`config.mk`:
```
export PLATFORM = sky130hd
export DESIGN_NAME = ttis_time_tag_status
export DESIGN_NICKNAME = d
export VERILOG_FILES = /design/src/ttis_pkg.sv /design/src/ttis_time_tag_status.sv
export SDC_FILE = /design/constraint.sdc
export NUM_CORES = 1
export LEC_CHECK = 0
export ABC_AREA = 1
export BUFFER_PORTS_ARGS = -buffer_cell sky130_fd_sc_hd__buf_2
export CORE_ASPECT_RATIO = 1.1
export CORE_UTILIZATION = 50
export CTS_CLUSTER_DIAMETER = 120
export CTS_CLUSTER_SIZE = 14
export DETAILED_ROUTE_END_ITERATION = 6
export MAX_ROUTING_LAYER = met4
export PLACE_DENSITY = 0.77
export SYNTH_ARGS = -nofsm -noshare
export SYNTH_HDL_FRONTEND = slang
export SYNTH_SLANG_ARGS = --single-unit
```
`constraint.sdc`:
```
create_clock -name clock -period 9.65 [get_ports clock]
set_input_delay 0.965 -clock clock [delete_from_list [all_inputs] [get_ports clock]]
set_output_delay 0.965 -clock clock [all_outputs]
set_load 0.1 [all_outputs]
```
`src/ttis_pkg.sv`:
```
// constants, types and event carrier for the time tag and event flag block
// assumes a single 10 MHz clock and an AHB-Lite master with word accesses
package ttis_pkg;

   // ***************************************************************
   // register map (word indexes, byte address is four times these)
   // ***************************************************************
   localparam logic [5:0] TIME_TAG_IDX = 6'h05;
   localparam logic [5:0] FLAGS_IDX = 6'h06;
   localparam logic [5:0] CONFIG_IDX = 6'h08;
   localparam logic [15:0] TIME_TAG_RESET = 16'h0000;
   localparam logic [15:0] FLAGS_RESET = 16'h0000;
   localparam logic [15:0] CONFIG_RESET = 16'h0000;

   // ***************************************************************
   // event flag positions
   // ***************************************************************
   localparam int MASTER_IRQ_BIT = 15;
   localparam int DOUBLE_BIT_MEM_FAULT_BIT = 14;
   localparam int TRANSMIT_TIMEOUT_BIT = 13;
   localparam int CMD_STACK_WRAP_BIT = 12;
   localparam int MONITOR_CMD_STACK_WRAP_BIT = 11;
   localparam int MONITOR_DATA_STACK_WRAP_BIT = 10;
   localparam int EXTERNAL_MEM_HANDSHAKE_FAIL_BIT = 9;
   localparam int CONTROLLER_RETRY_BIT = 8;
   localparam int TERMINAL_ADDR_PARITY_FAULT_BIT = 7;
   localparam int TAG_COUNTER_WRAP_BIT = 6;
   localparam int TERMINAL_RING_WRAP_BIT = 5;
   localparam int CONTROL_WORD_MSG_DONE_BIT = 4;
   localparam int CONTROLLER_FRAME_DONE_BIT = 3;
   localparam int MESSAGE_ERROR_BIT = 2;
   localparam int MODE_DEPENDENT_EVENT_BIT = 1;
   localparam int MESSAGE_DONE_BIT = 0;

   // ***************************************************************
   // configuration fields
   // ***************************************************************
   localparam int CFG_ENHANCED_IRQ_BIT = 15;
   localparam int CFG_DOUBLE_DETECT_BIT = 14;
   localparam int CFG_RESOLUTION_MSB = 9;
   localparam int CFG_RESOLUTION_LSB = 7;
   localparam int CFG_DOUBLE_FLAG_ENABLE_BIT = 0;

   // ***************************************************************
   // timing
   // ***************************************************************
   localparam int CLOCK_PERIOD_NS = 100;
   localparam int MICROSECOND_NS = 1000;
   localparam int CYCLES_PER_US = MICROSECOND_NS / CLOCK_PERIOD_NS;

   // memory word: 16 data, 5 check bits, overall parity at the top
   localparam int ECC_WORD_W = 22;

   typedef enum logic [1:0] {
      MODE_BC = 2'h0,
      MODE_RT = 2'h1,
      MODE_ENHANCED_RT = 2'h2,
      MODE_WORD_MONITOR = 2'h3
   } ttis_mode_e;

   typedef enum logic [2:0] {
      PHASE_IDLE = 3'h1,
      PHASE_WRITE = 3'h2,
      PHASE_READ = 3'h4
   } ttis_phase_e;

   // one-cycle event strobes from the protocol engine
   typedef struct packed {
      logic irqDriven;
      logic transmitTimeout;
      logic cmdStackWrap;
      logic monitorCmdStackWrap;
      logic monitorDataStackWrap;
      logic externalMemHandshakeFail;
      logic controllerRetry;
      logic terminalRingWrap;
      logic messageDone;
      logic controlWordEomEnable;
      logic controllerFrameDone;
      logic messageError;
      logic statusWordMismatch;
      logic validModeCommand;
      logic validCommandWord;
      logic [15:0] commandWord;
   } ttis_events_s;

endpackage : ttis_pkg

```
`src/ttis_time_tag_status.sv`:
```
// time tag counter, first event flag register and memory ECC check
// assumes AHB-Lite as the only register path and one synchronous reset
//
// Functional notes
// sixteen-bit read/write time tag, reset zero
// tag resolution from three configuration bits
// flags set regardless of interrupt enables
// bit 15 on driven irq when enhanced
// bit 14 on double-bit memory error, gated
// single-bit memory errors corrected automatically
// bit 13 on transmitter timeout
// bit 12 on command stack rollover
// bit 11 on monitor command stack rollover
// bit 10 on monitor data stack rollover
// bit 9 on transparent-mode handshake failure
// bit 8 on every controller retry
// bit 7 on terminal address parity fault
// bit 6 on time tag wrap
// bit 5 on terminal ring buffer wrap
// bit 4 on enabled end of message
// bit 3 on controller frame end
// bit 2 on error, loopback, timeout
// controller mode: bit 1 on status mismatch
// enhanced terminal: bit 1 on mode command
// word monitor: bit 1 on trigger match
// bit 0 on every message end
// tag wraps to zero, one-cycle event
module ttis_time_tag_status #(
   parameter int TAG_W = 16,
   parameter int RES_W = 3
) (
   input wire logic clock,
   input wire logic rst,
   input wire logic hsel,
   input wire logic [31:0] haddr,
   input wire logic [1:0] htrans,
   input wire logic hwrite,
   input wire logic [2:0] hsize,
   input wire logic [31:0] hwdata,
   input wire logic hready,
   output logic hreadyout,
   output logic hresp,
   output logic [31:0] hrdata,
   input wire ttis_pkg::ttis_events_s events,
   input wire ttis_pkg::ttis_mode_e mode,
   input wire logic transparentMode,
   input wire logic [4:0] terminalAddr,
   input wire logic terminalAddrParity,
   input wire logic [15:0] monitorTrigger,
   input wire logic memReadValid,
   input wire logic [ttis_pkg::ECC_WORD_W-1:0] memReadWord,
   output logic memDataValid,
   output logic [15:0] memData,
   output logic [15:0] eventFlags,
   output logic [15:0] configReg
);

   // ***************************************************************
   // bus slave
   // ***************************************************************
   ttis_pkg::ttis_phase_e phase;
   ttis_pkg::ttis_phase_e next_phase;
   logic [5:0] dataIdx;
   logic addrTaken;
   logic statusRead;
   logic [31:0] next_hrdata;
   logic [TAG_W-1:0] tagCount;
   logic tagWrite;

   // decode only word-aligned addresses in the low page
   function automatic logic hits(input logic [31:0] a,
                                 input logic [5:0] idx);
      hits = (a[31:8] == 24'h000000) && (a[7:2] == idx) &&
             (a[1:0] == 2'h0);
   endfunction : hits

   assign addrTaken = hsel && htrans[1] && hready;
   assign statusRead = addrTaken && !hwrite &&
                       hits(haddr, ttis_pkg::FLAGS_IDX);
   assign hreadyout = 1'b1;
   assign hresp = 1'b0;
   assign tagWrite = (phase == ttis_pkg::PHASE_WRITE) &&
                     (dataIdx == ttis_pkg::TIME_TAG_IDX);

   always_comb begin
      next_phase = ttis_pkg::PHASE_IDLE;
      if (addrTaken && hwrite && hsize == 3'h2) begin
         next_phase = ttis_pkg::PHASE_WRITE;
      end else if (addrTaken && !hwrite) begin
         next_phase = ttis_pkg::PHASE_READ;
      end
   end

   always_ff @(posedge clock) begin
      if (rst) begin
         phase <= ttis_pkg::PHASE_IDLE;
         dataIdx <= 6'h00;
      end else begin
         phase <= next_phase;
         dataIdx <= haddr[7:2];
         if (haddr[31:8] != 24'h000000 || haddr[1:0] != 2'h0) begin
            // unmapped: park on an index nothing decodes
            dataIdx <= 6'h3F;
         end
      end
   end

   // read data captured at the address edge, held through data phase
   always_comb begin
      next_hrdata = 32'h00000000;
      if (hits(haddr, ttis_pkg::TIME_TAG_IDX)) begin
         next_hrdata = {16'h0000, tagCount};
      end else if (hits(haddr, ttis_pkg::FLAGS_IDX)) begin
         next_hrdata = {16'h0000, eventFlags};
      end else if (hits(haddr, ttis_pkg::CONFIG_IDX)) begin
         next_hrdata = {16'h0000, configReg};
      end
   end

   always_ff @(posedge clock) begin
      if (rst) begin
         hrdata <= 32'h00000000;
      end else if (addrTaken && !hwrite) begin
         hrdata <= next_hrdata;
      end
   end

   always_ff @(posedge clock) begin
      if (rst) begin
         configReg <= ttis_pkg::CONFIG_RESET;
      end else if (phase == ttis_pkg::PHASE_WRITE &&
                   dataIdx == ttis_pkg::CONFIG_IDX) begin
         configReg <= hwdata[15:0];
      end
   end

   // ***************************************************************
   // time tag
   // ***************************************************************
   logic [3:0] usCount;
   logic usTick;
   logic [7:0] resCount;
   logic [RES_W-1:0] resolution;
   logic [7:0] resLimit;
   logic tagTick;
   logic tagWrap;

   assign resolution = configReg[ttis_pkg::CFG_RESOLUTION_MSB:
                                 ttis_pkg::CFG_RESOLUTION_LSB];
   // 2^code microseconds per count
   assign resLimit = 8'((9'h001 << resolution) - 9'h001);
   assign usTick = usCount == 4'(ttis_pkg::CYCLES_PER_US - 1);
   assign tagTick = usTick && (resCount == resLimit);
   assign tagWrap = tagTick && (tagCount == '1) && !tagWrite;

   // prescalers restart on a tag write so the first count is full
   always_ff @(posedge clock) begin
      if (rst || tagWrite) begin
         usCount <= 4'h0;
      end else if (usTick) begin
         usCount <= 4'h0;
      end else begin
         usCount <= usCount + 4'h1;
      end
   end

   always_ff @(posedge clock) begin
      if (rst || tagWrite) begin
         resCount <= 8'h00;
      end else if (tagTick || (usTick && resCount >= resLimit)) begin
         resCount <= 8'h00;
      end else if (usTick) begin
         resCount <= resCount + 8'h01;
      end
   end

   always_ff @(posedge clock) begin
      if (rst) begin
         tagCount <= TAG_W'(ttis_pkg::TIME_TAG_RESET);
      end else if (tagWrite) begin
         tagCount <= hwdata[TAG_W-1:0];
      end else if (tagTick) begin
         tagCount <= tagCount + TAG_W'(1);
      end
   end

   // ***************************************************************
   // memory error correction
   // ***************************************************************
   logic doubleFault;

   // returns {double error, corrected data}
   function automatic logic [16:0] eccCheck(
         input logic [ttis_pkg::ECC_WORD_W-1:0] w);
      logic [4:0] syn;
      logic odd;
      logic [20:0] fixed;
      logic [15:0] data;
      int k;
      syn = 5'h00;
      odd = ^w;
      fixed = w[20:0];
      data = 16'h0000;
      k = 0;
      for (int p = 1; p <= 21; p++) begin
         if (w[p-1]) begin
            syn = syn ^ 5'(p);
         end
      end
      if (odd && syn != 5'h00 && syn <= 5'h15) begin
         fixed[syn-5'h01] = !fixed[syn-5'h01];
      end
      for (int p = 1; p <= 21; p++) begin
         if ((p & (p - 1)) != 0) begin
            data[k] = fixed[p-1];
            k = k + 1;
         end
      end
      eccCheck = {!odd && syn != 5'h00, data};
   endfunction : eccCheck

   always_ff @(posedge clock) begin
      if (rst) begin
         memDataValid <= 1'b0;
         memData <= 16'h0000;
         doubleFault <= 1'b0;
      end else begin
         memDataValid <= memReadValid;
         doubleFault <= 1'b0;
         if (memReadValid) begin
            {doubleFault, memData} <= eccCheck(memReadWord);
         end
      end
   end

   // ***************************************************************
   // event flags
   // ***************************************************************
   logic [15:0] setVec;
   logic parityFault;
   logic modeEvent;

   assign parityFault = !(^{terminalAddr, terminalAddrParity});

   always_comb begin
      case (mode)
         ttis_pkg::MODE_BC: modeEvent = events.statusWordMismatch;
         ttis_pkg::MODE_ENHANCED_RT:
            modeEvent = events.validModeCommand;
         ttis_pkg::MODE_WORD_MONITOR:
            modeEvent = events.validCommandWord &&
                        events.commandWord == monitorTrigger;
         default: modeEvent = 1'b0;
      endcase
   end

   // no enable gates these except where a condition names one
   always_comb begin
      setVec = 16'h0000;
      setVec[ttis_pkg::MASTER_IRQ_BIT] = events.irqDriven &&
         configReg[ttis_pkg::CFG_ENHANCED_IRQ_BIT];
      setVec[ttis_pkg::DOUBLE_BIT_MEM_FAULT_BIT] = doubleFault &&
         configReg[ttis_pkg::CFG_DOUBLE_DETECT_BIT] &&
         configReg[ttis_pkg::CFG_DOUBLE_FLAG_ENABLE_BIT];
      setVec[ttis_pkg::TRANSMIT_TIMEOUT_BIT] =
         events.transmitTimeout;
      setVec[ttis_pkg::CMD_STACK_WRAP_BIT] = events.cmdStackWrap;
      setVec[ttis_pkg::MONITOR_CMD_STACK_WRAP_BIT] =
         events.monitorCmdStackWrap;
      setVec[ttis_pkg::MONITOR_DATA_STACK_WRAP_BIT] =
         events.monitorDataStackWrap;
      setVec[ttis_pkg::EXTERNAL_MEM_HANDSHAKE_FAIL_BIT] =
         events.externalMemHandshakeFail && transparentMode;
      setVec[ttis_pkg::CONTROLLER_RETRY_BIT] =
         events.controllerRetry;
      setVec[ttis_pkg::TERMINAL_ADDR_PARITY_FAULT_BIT] =
         parityFault;
      setVec[ttis_pkg::TAG_COUNTER_WRAP_BIT] = tagWrap;
      setVec[ttis_pkg::TERMINAL_RING_WRAP_BIT] =
         events.terminalRingWrap;
      setVec[ttis_pkg::CONTROL_WORD_MSG_DONE_BIT] = events.messageDone &&
         events.controlWordEomEnable;
      setVec[ttis_pkg::CONTROLLER_FRAME_DONE_BIT] =
         events.controllerFrameDone;
      setVec[ttis_pkg::MESSAGE_ERROR_BIT] = events.messageError;
      setVec[ttis_pkg::MODE_DEPENDENT_EVENT_BIT] = modeEvent;
      setVec[ttis_pkg::MESSAGE_DONE_BIT] = events.messageDone;
   end

   // read clears, but an event in the read cycle survives it
   always_ff @(posedge clock) begin
      if (rst) begin
         eventFlags <= ttis_pkg::FLAGS_RESET;
      end else if (statusRead) begin
         eventFlags <= setVec;
      end else begin
         eventFlags <= eventFlags | setVec;
      end
   end
endmodule : ttis_time_tag_status

```
Word-level counts from Yosys, hierarchy flattened --
Index checks and enable logic that the tools add are counted. Widths: inputs -> output; s select.
Storage, ports and cells: register bits 119, output and inout bits 83, input bits 153
Cells by class: reductions and logical operators 64, multiplexer cells 186, bitwise gates (word level) 22, equal/unequal tests 13, $add $sub $neg 19, order comparisons 34, shift-type cells 1
Operator list (number):
- $mux 32 | 30
- $mux 16 | 34
- $ge 32x1->1 const B | 15
- $lt 32x6->1 const B | 15
- $add 32x2->32 const B | 14
- $bwmux 16 | 15
- $mux 5 | 48
- $mux 21 | 3
- $demux 1 s4 | 15
- $logic_and 1x1->1 | 43
- $mux 4 | 8
- $logic_not 24->1 | 1
- $reduce_bool 24->1 | 1
- $reduce_xor 22->1 | 1
- $bwmux 21 | 1
- $mux 1 | 20
- $eq 6x3->1 const B | 3
- $not 2->2 | 9
- $not 3->3 | 6
- $add 16x1->16 const B | 1
- $eq 16x16->1 | 1
- $eq 16x16->1 const B | 1
- $or 16x16->16 | 1
- $mux 3 | 5
- 28 further kinds | 48

Longest topological paths before layout --
depth in word-level cells 137, mapped depth 24, gate-level depth less buffers 22

Least setup slack after synthesis --
OpenSTA, ideal clock, no wires.
kind input -> register, start input port memReadWord[6] (netlist bit), end register memData[13], stages 21, path buffers 3, data required time 9.579 ns, setup slack 5.754 ns, setup time 0.071 ns, arrival time 3.825 ns, cells stage by stage buf_6 > xnor2_1 > xor2_1 > xnor2_1 > xor2_1 > ha_1 > inv_1 > clkbuf_1 > ha_1 > inv_1 > a21oi_1 > a22oi_1 > nand3_1 > nand2_1 > inv_1 > nand3_1 > nand3_2 > buf_6 > nand2_1 > nand3_1 > a21oi_1
Between the ends: word-level cells in the longest chain between the ends 104, elaborated cells between the ends (all ways) 118
RTL lines:
- start: declaration | line ttis_time_tag_status.sv:51 | input wire logic [ttis_pkg::ECC_WORD_W-1:0] memReadWord,
- $mux 3 | line ttis_time_tag_status.sv:206 | if (w[p-1]) begin
- $mux 5 | line ttis_time_tag_status.sv:230 | if (memReadValid) begin
- $mux 5 | line ttis_time_tag_status.sv:223 | if (rst) begin
- $mux 4 | line ttis_time_tag_status.sv:206
- $mux 5 | line ttis_time_tag_status.sv:230
- $mux 5 | line ttis_time_tag_status.sv:223
- $not 2->2 (no source line)
- $mux 4 | line ttis_time_tag_status.sv:206
- (+88 left out)
- $mux 16 | line ttis_time_tag_status.sv:223
- $bwmux 16 | line ttis_time_tag_status.sv:215 | data[k] = fixed[p-1];
- $mux 16 | line ttis_time_tag_status.sv:230
- $mux 16 | line ttis_time_tag_status.sv:223
- $bwmux 16 | line ttis_time_tag_status.sv:215
- $mux 16 | line ttis_time_tag_status.sv:230
- $mux 16 | line ttis_time_tag_status.sv:223
- $bwmux 16 * | line ttis_time_tag_status.sv:215
- end signal: assignment | line ttis_time_tag_status.sv:231 | {doubleFault, memData} <= eccCheck(memReadWord);
- end: declaration | line ttis_time_tag_status.sv:53 | output logic [15:0] memData,
Every way passes the cells marked *; elsewhere a longest branch is shown, timed or not. The select of a mux whose other input is x is not followed. A chain may end at the register's enable or synchronous reset.

Final worst setup path --
start input port memReadWord[6] (netlist bit), end register memData[8]
Same word-level chain as after synthesis.

==> results.yml <==
power_and_ir_drop:
  p_clk_share_pct: 30.5
  p_switching_uw: 498.7
  seqPwrFrac_pct: 34.7
  leakagePower_uw: 0.003891
  ir_worst_vdd_v: 0.0001096
  p_per_area_mw_per_mm2: 160.9
  p_sw_share_pct: 38.55
  internal-power_uw: 794.7
  combPwrFrac_pct: 34.8
route:
  via_count: 7252
  drt_first_pass_iters: 7
  routed_wl_um: 19220
  drc_errors: 12
  vias_per_cell: 5.336
  initialDrtViolationCount: 470
  routedWlPerCell_um: 14.14
  antenna_left: 0
setup_path:
  cp_max_fo: 16
  worstSetupStartpointType: "input port"
  criticalPathCategory: "input port to flip-flop"
  cp.required_ns: 9.93
  cp.arrival_ns: 4.44
  endpoint_kind: "flip-flop"
finish:
  final_cell_mix: "nand2_1, buf_2, inv_1"
  instances_no_fill: 1359
  finalInstanceArea_mm2: 0.008038
  area_growth_syn_to_layout_pct: 20.07
  fin_util_pct: 62.51
  layout_commonest_cell: "nand2_1"
  drive_gt1_share_pct: 21.07
  nNetsFinal: 1365
flow_run:
  maxCapViolCount: 0
timing:
  hold_ws_ns: 0.4639
  finalMaxSlewViolations: 0
  period_needed_ns: 4.160
  timing.fmax_mhz: 240.4
  finalHoldViolCount: 0
  setup_tns_ns: 0
  rsz0062_at_grt: "false"
  tightest_slew_ns: 0.9922
  finClkSkew_ns: 0.01191
  finalSetupViolCount: 0
  period_share_pct: 43.10
  relSlewSlack_pct: 33.67
floorplanning:
  core_mm2: 0.01286
  num_rows: 43
  die_x_um: 112.3
  dieArea_mm2: 0.01386
  io_pins: 236
  die_height_um: 123.4
  start_util_pct: 52.06
synth:
  synth_cells: 1013
  synth.distinct_cells: 38
  async_flop_share_pct: 0
  synth_edf_count: 0
  synth-warning-count: 0
  seq_area_frac_synth_pct: 30.80
  synth_area_mm2: 0.006694
  ys_ff_latch: 103
  synth-main-ff-cell: "dfxtp_1"
  avgSynthCellArea_um2: 6.608
cts:
  numCtsBuffers: 9
  cts_root_buf: "clkbuf_16"
  cts_tree: "built"
  h-tree-depth: 3
  clockBufferDepth: 2
  cts_sinks: 103
  post-cts-setup-buffer-count: 0
  cts_resized: 0
  clkLatencyLatePin_ns: 0.35
  cts_hold_buf: 0
  clkTransAtPathRegs_ns: 0.07
global_routing:
  track_usage_pct: 29.06
  antenna_found_initial: 1
  first_global_vias: 6591
  grt_pass1_wl_um: 31060
  grt_overflow: 0
  grt_max_degree: 50
placement:
  place_hpwl_um: 14730
  place_congestion: 0.9540
  dp_cells: 1342
  io_buffer_count: 200
  placed_area_mm2: 0.007711
worst_hold_path:
  min_path_type: "flip-flop to flip-flop"
status:
  failed_checks: "design-rule violations"
  status: "finished with violations"
[power groups by stage]
stage          registers, uW  logic (uW)  clock network (uW)
3_5_place_dp             458         444                   0
3_3_place_gp             458         439                   0
2_1_floorplan            536         281                   0
5_1_grt                  450         495                 417
6_report                 449         451                 394
4_1_cts                  449         446                 400
[sequential cells by signal, summed over array words and instances, names as in the netlist]
register      flops
hrdata           16
doubleFault       1
memDataValid      1
usCount           4
memData          16
eventFlags       16
phase             3
configReg        16
tagCount         16
resCount          8
dataIdx           6
[per-stage QoR]
step                      total power (uW)  setup WS [ns]
after floorplan                      817.5          5.754
after global placement               896.9          5.202
after detailed placement             902.6          5.203
after CTS                             1295          5.531
after global routing                  1362          5.078
final                                 1293          5.490
[cell usage after synthesis (all sizes together), types with 2 or more instances]
| cell | count | area share [%] |
|---|---|---|
| buf | 23 | 2.7 |
| inv | 123 | 6.9 |
| o221ai | 4 | 0.52 |
| nand4 | 26 | 2.4 |
| o2111ai | 2 | 0.26 |
| nor4 | 16 | 1.5 |
| xnor2 | 24 | 3.3 |
| nor3 | 18 | 1.3 |
| a221oi | 2 | 0.26 |
| clkbuf | 26 | 1.5 |
| or2 | 6 | 0.56 |
| nor2 | 86 | 4.9 |
| dfxtp | 103 | 31 |
| o221a | 2 | 0.34 |
| a21oi | 65 | 4.9 |
| nand2 | 220 | 13 |
| ha | 16 | 3.0 |
| o22ai | 7 | 0.65 |
| xor2 | 32 | 4.2 |
| a22oi | 3 | 0.34 |
| nand3 | 81 | 6.5 |
| nand3b | 2 | 0.22 |
| o21ai | 84 | 6.3 |
| conb | 2 | 0.11 |
| o211ai | 17 | 1.9 |
| clkinv | 5 | 0.28 |
| a31oi | 16 | 1.5 |
[worst max-delay path: stages]
cell	delay (ns)
buf_2	0.15
xnor2_1	0.18
xor2_1	0.20
xnor2_1	0.12
xor2_1	0.15
ha_1	0.53
inv_1	0.32
ha_1	0.44
inv_1	0.19
a21oi_1	0.06
a22oi_1	0.19
nand3_1	0.10
nand2_1	0.07
inv_1	0.04
nand3_1	0.07
nand3_2	0.28
nand2_1	0.14
nand3_1	0.09
a21oi_1	0.14
[cells by family (layout without fill, tap and decap cells)]
| family | count (synthesis) | after routing | share of synthesized area [%] |
|---|---|---|---|
| compound gates | 203 | 203 | 17.03 |
| xor+xnor | 56 | 56 | 7.439 |
| flops | 103 | 103 | 30.80 |
| simple gates | 456 | 456 | 30.32 |
| other cells | 2 | 20 | 0.1122 |
| buf+inv | 177 | 348 | 11.31 |
| fa+ha+maj | 16 | 16 | 2.991 |
[area by class of cell]
cell class / count / area, um2
fill: 1264 / 4821
multi-input combinational: 750 / 3941
antenna: 1 / 2.502
timing repair buffer: 204 / 1031
tap: 157 / 196.4
sequential: 103 / 2062
clock buffer: 11 / 242.7
clock inverter: 5 / 81.33
inverter: 128 / 480.5
[routing by layer]
metal / GRT usage, % / vias up / routed length (um)
met5: - / - / 0
met4: 10.83 / 0 / 367
met3: 4.020 / 28 / 1091
met2: 50.89 / 226 / 9422
met1: 34.16 / 3282 / 8334
li1: - / 3716 / -
[path summary, 6_finish.rpt]
path / depth (start not counted) / slack (ns) / from / to
worst max register to register: 10 / 7.20 / dataIdx[5] / tagCount[13]
worst max-delay path: 19 / 5.49 / memReadWord[6] / memData[8]
worst min-delay path: 2 / 0.46 / memData[1] / memData[1]
worst min register to register: 2 / 0.46 / memData[1] / memData[1]
Note: power is estimated with default switching activity, not from simulation.
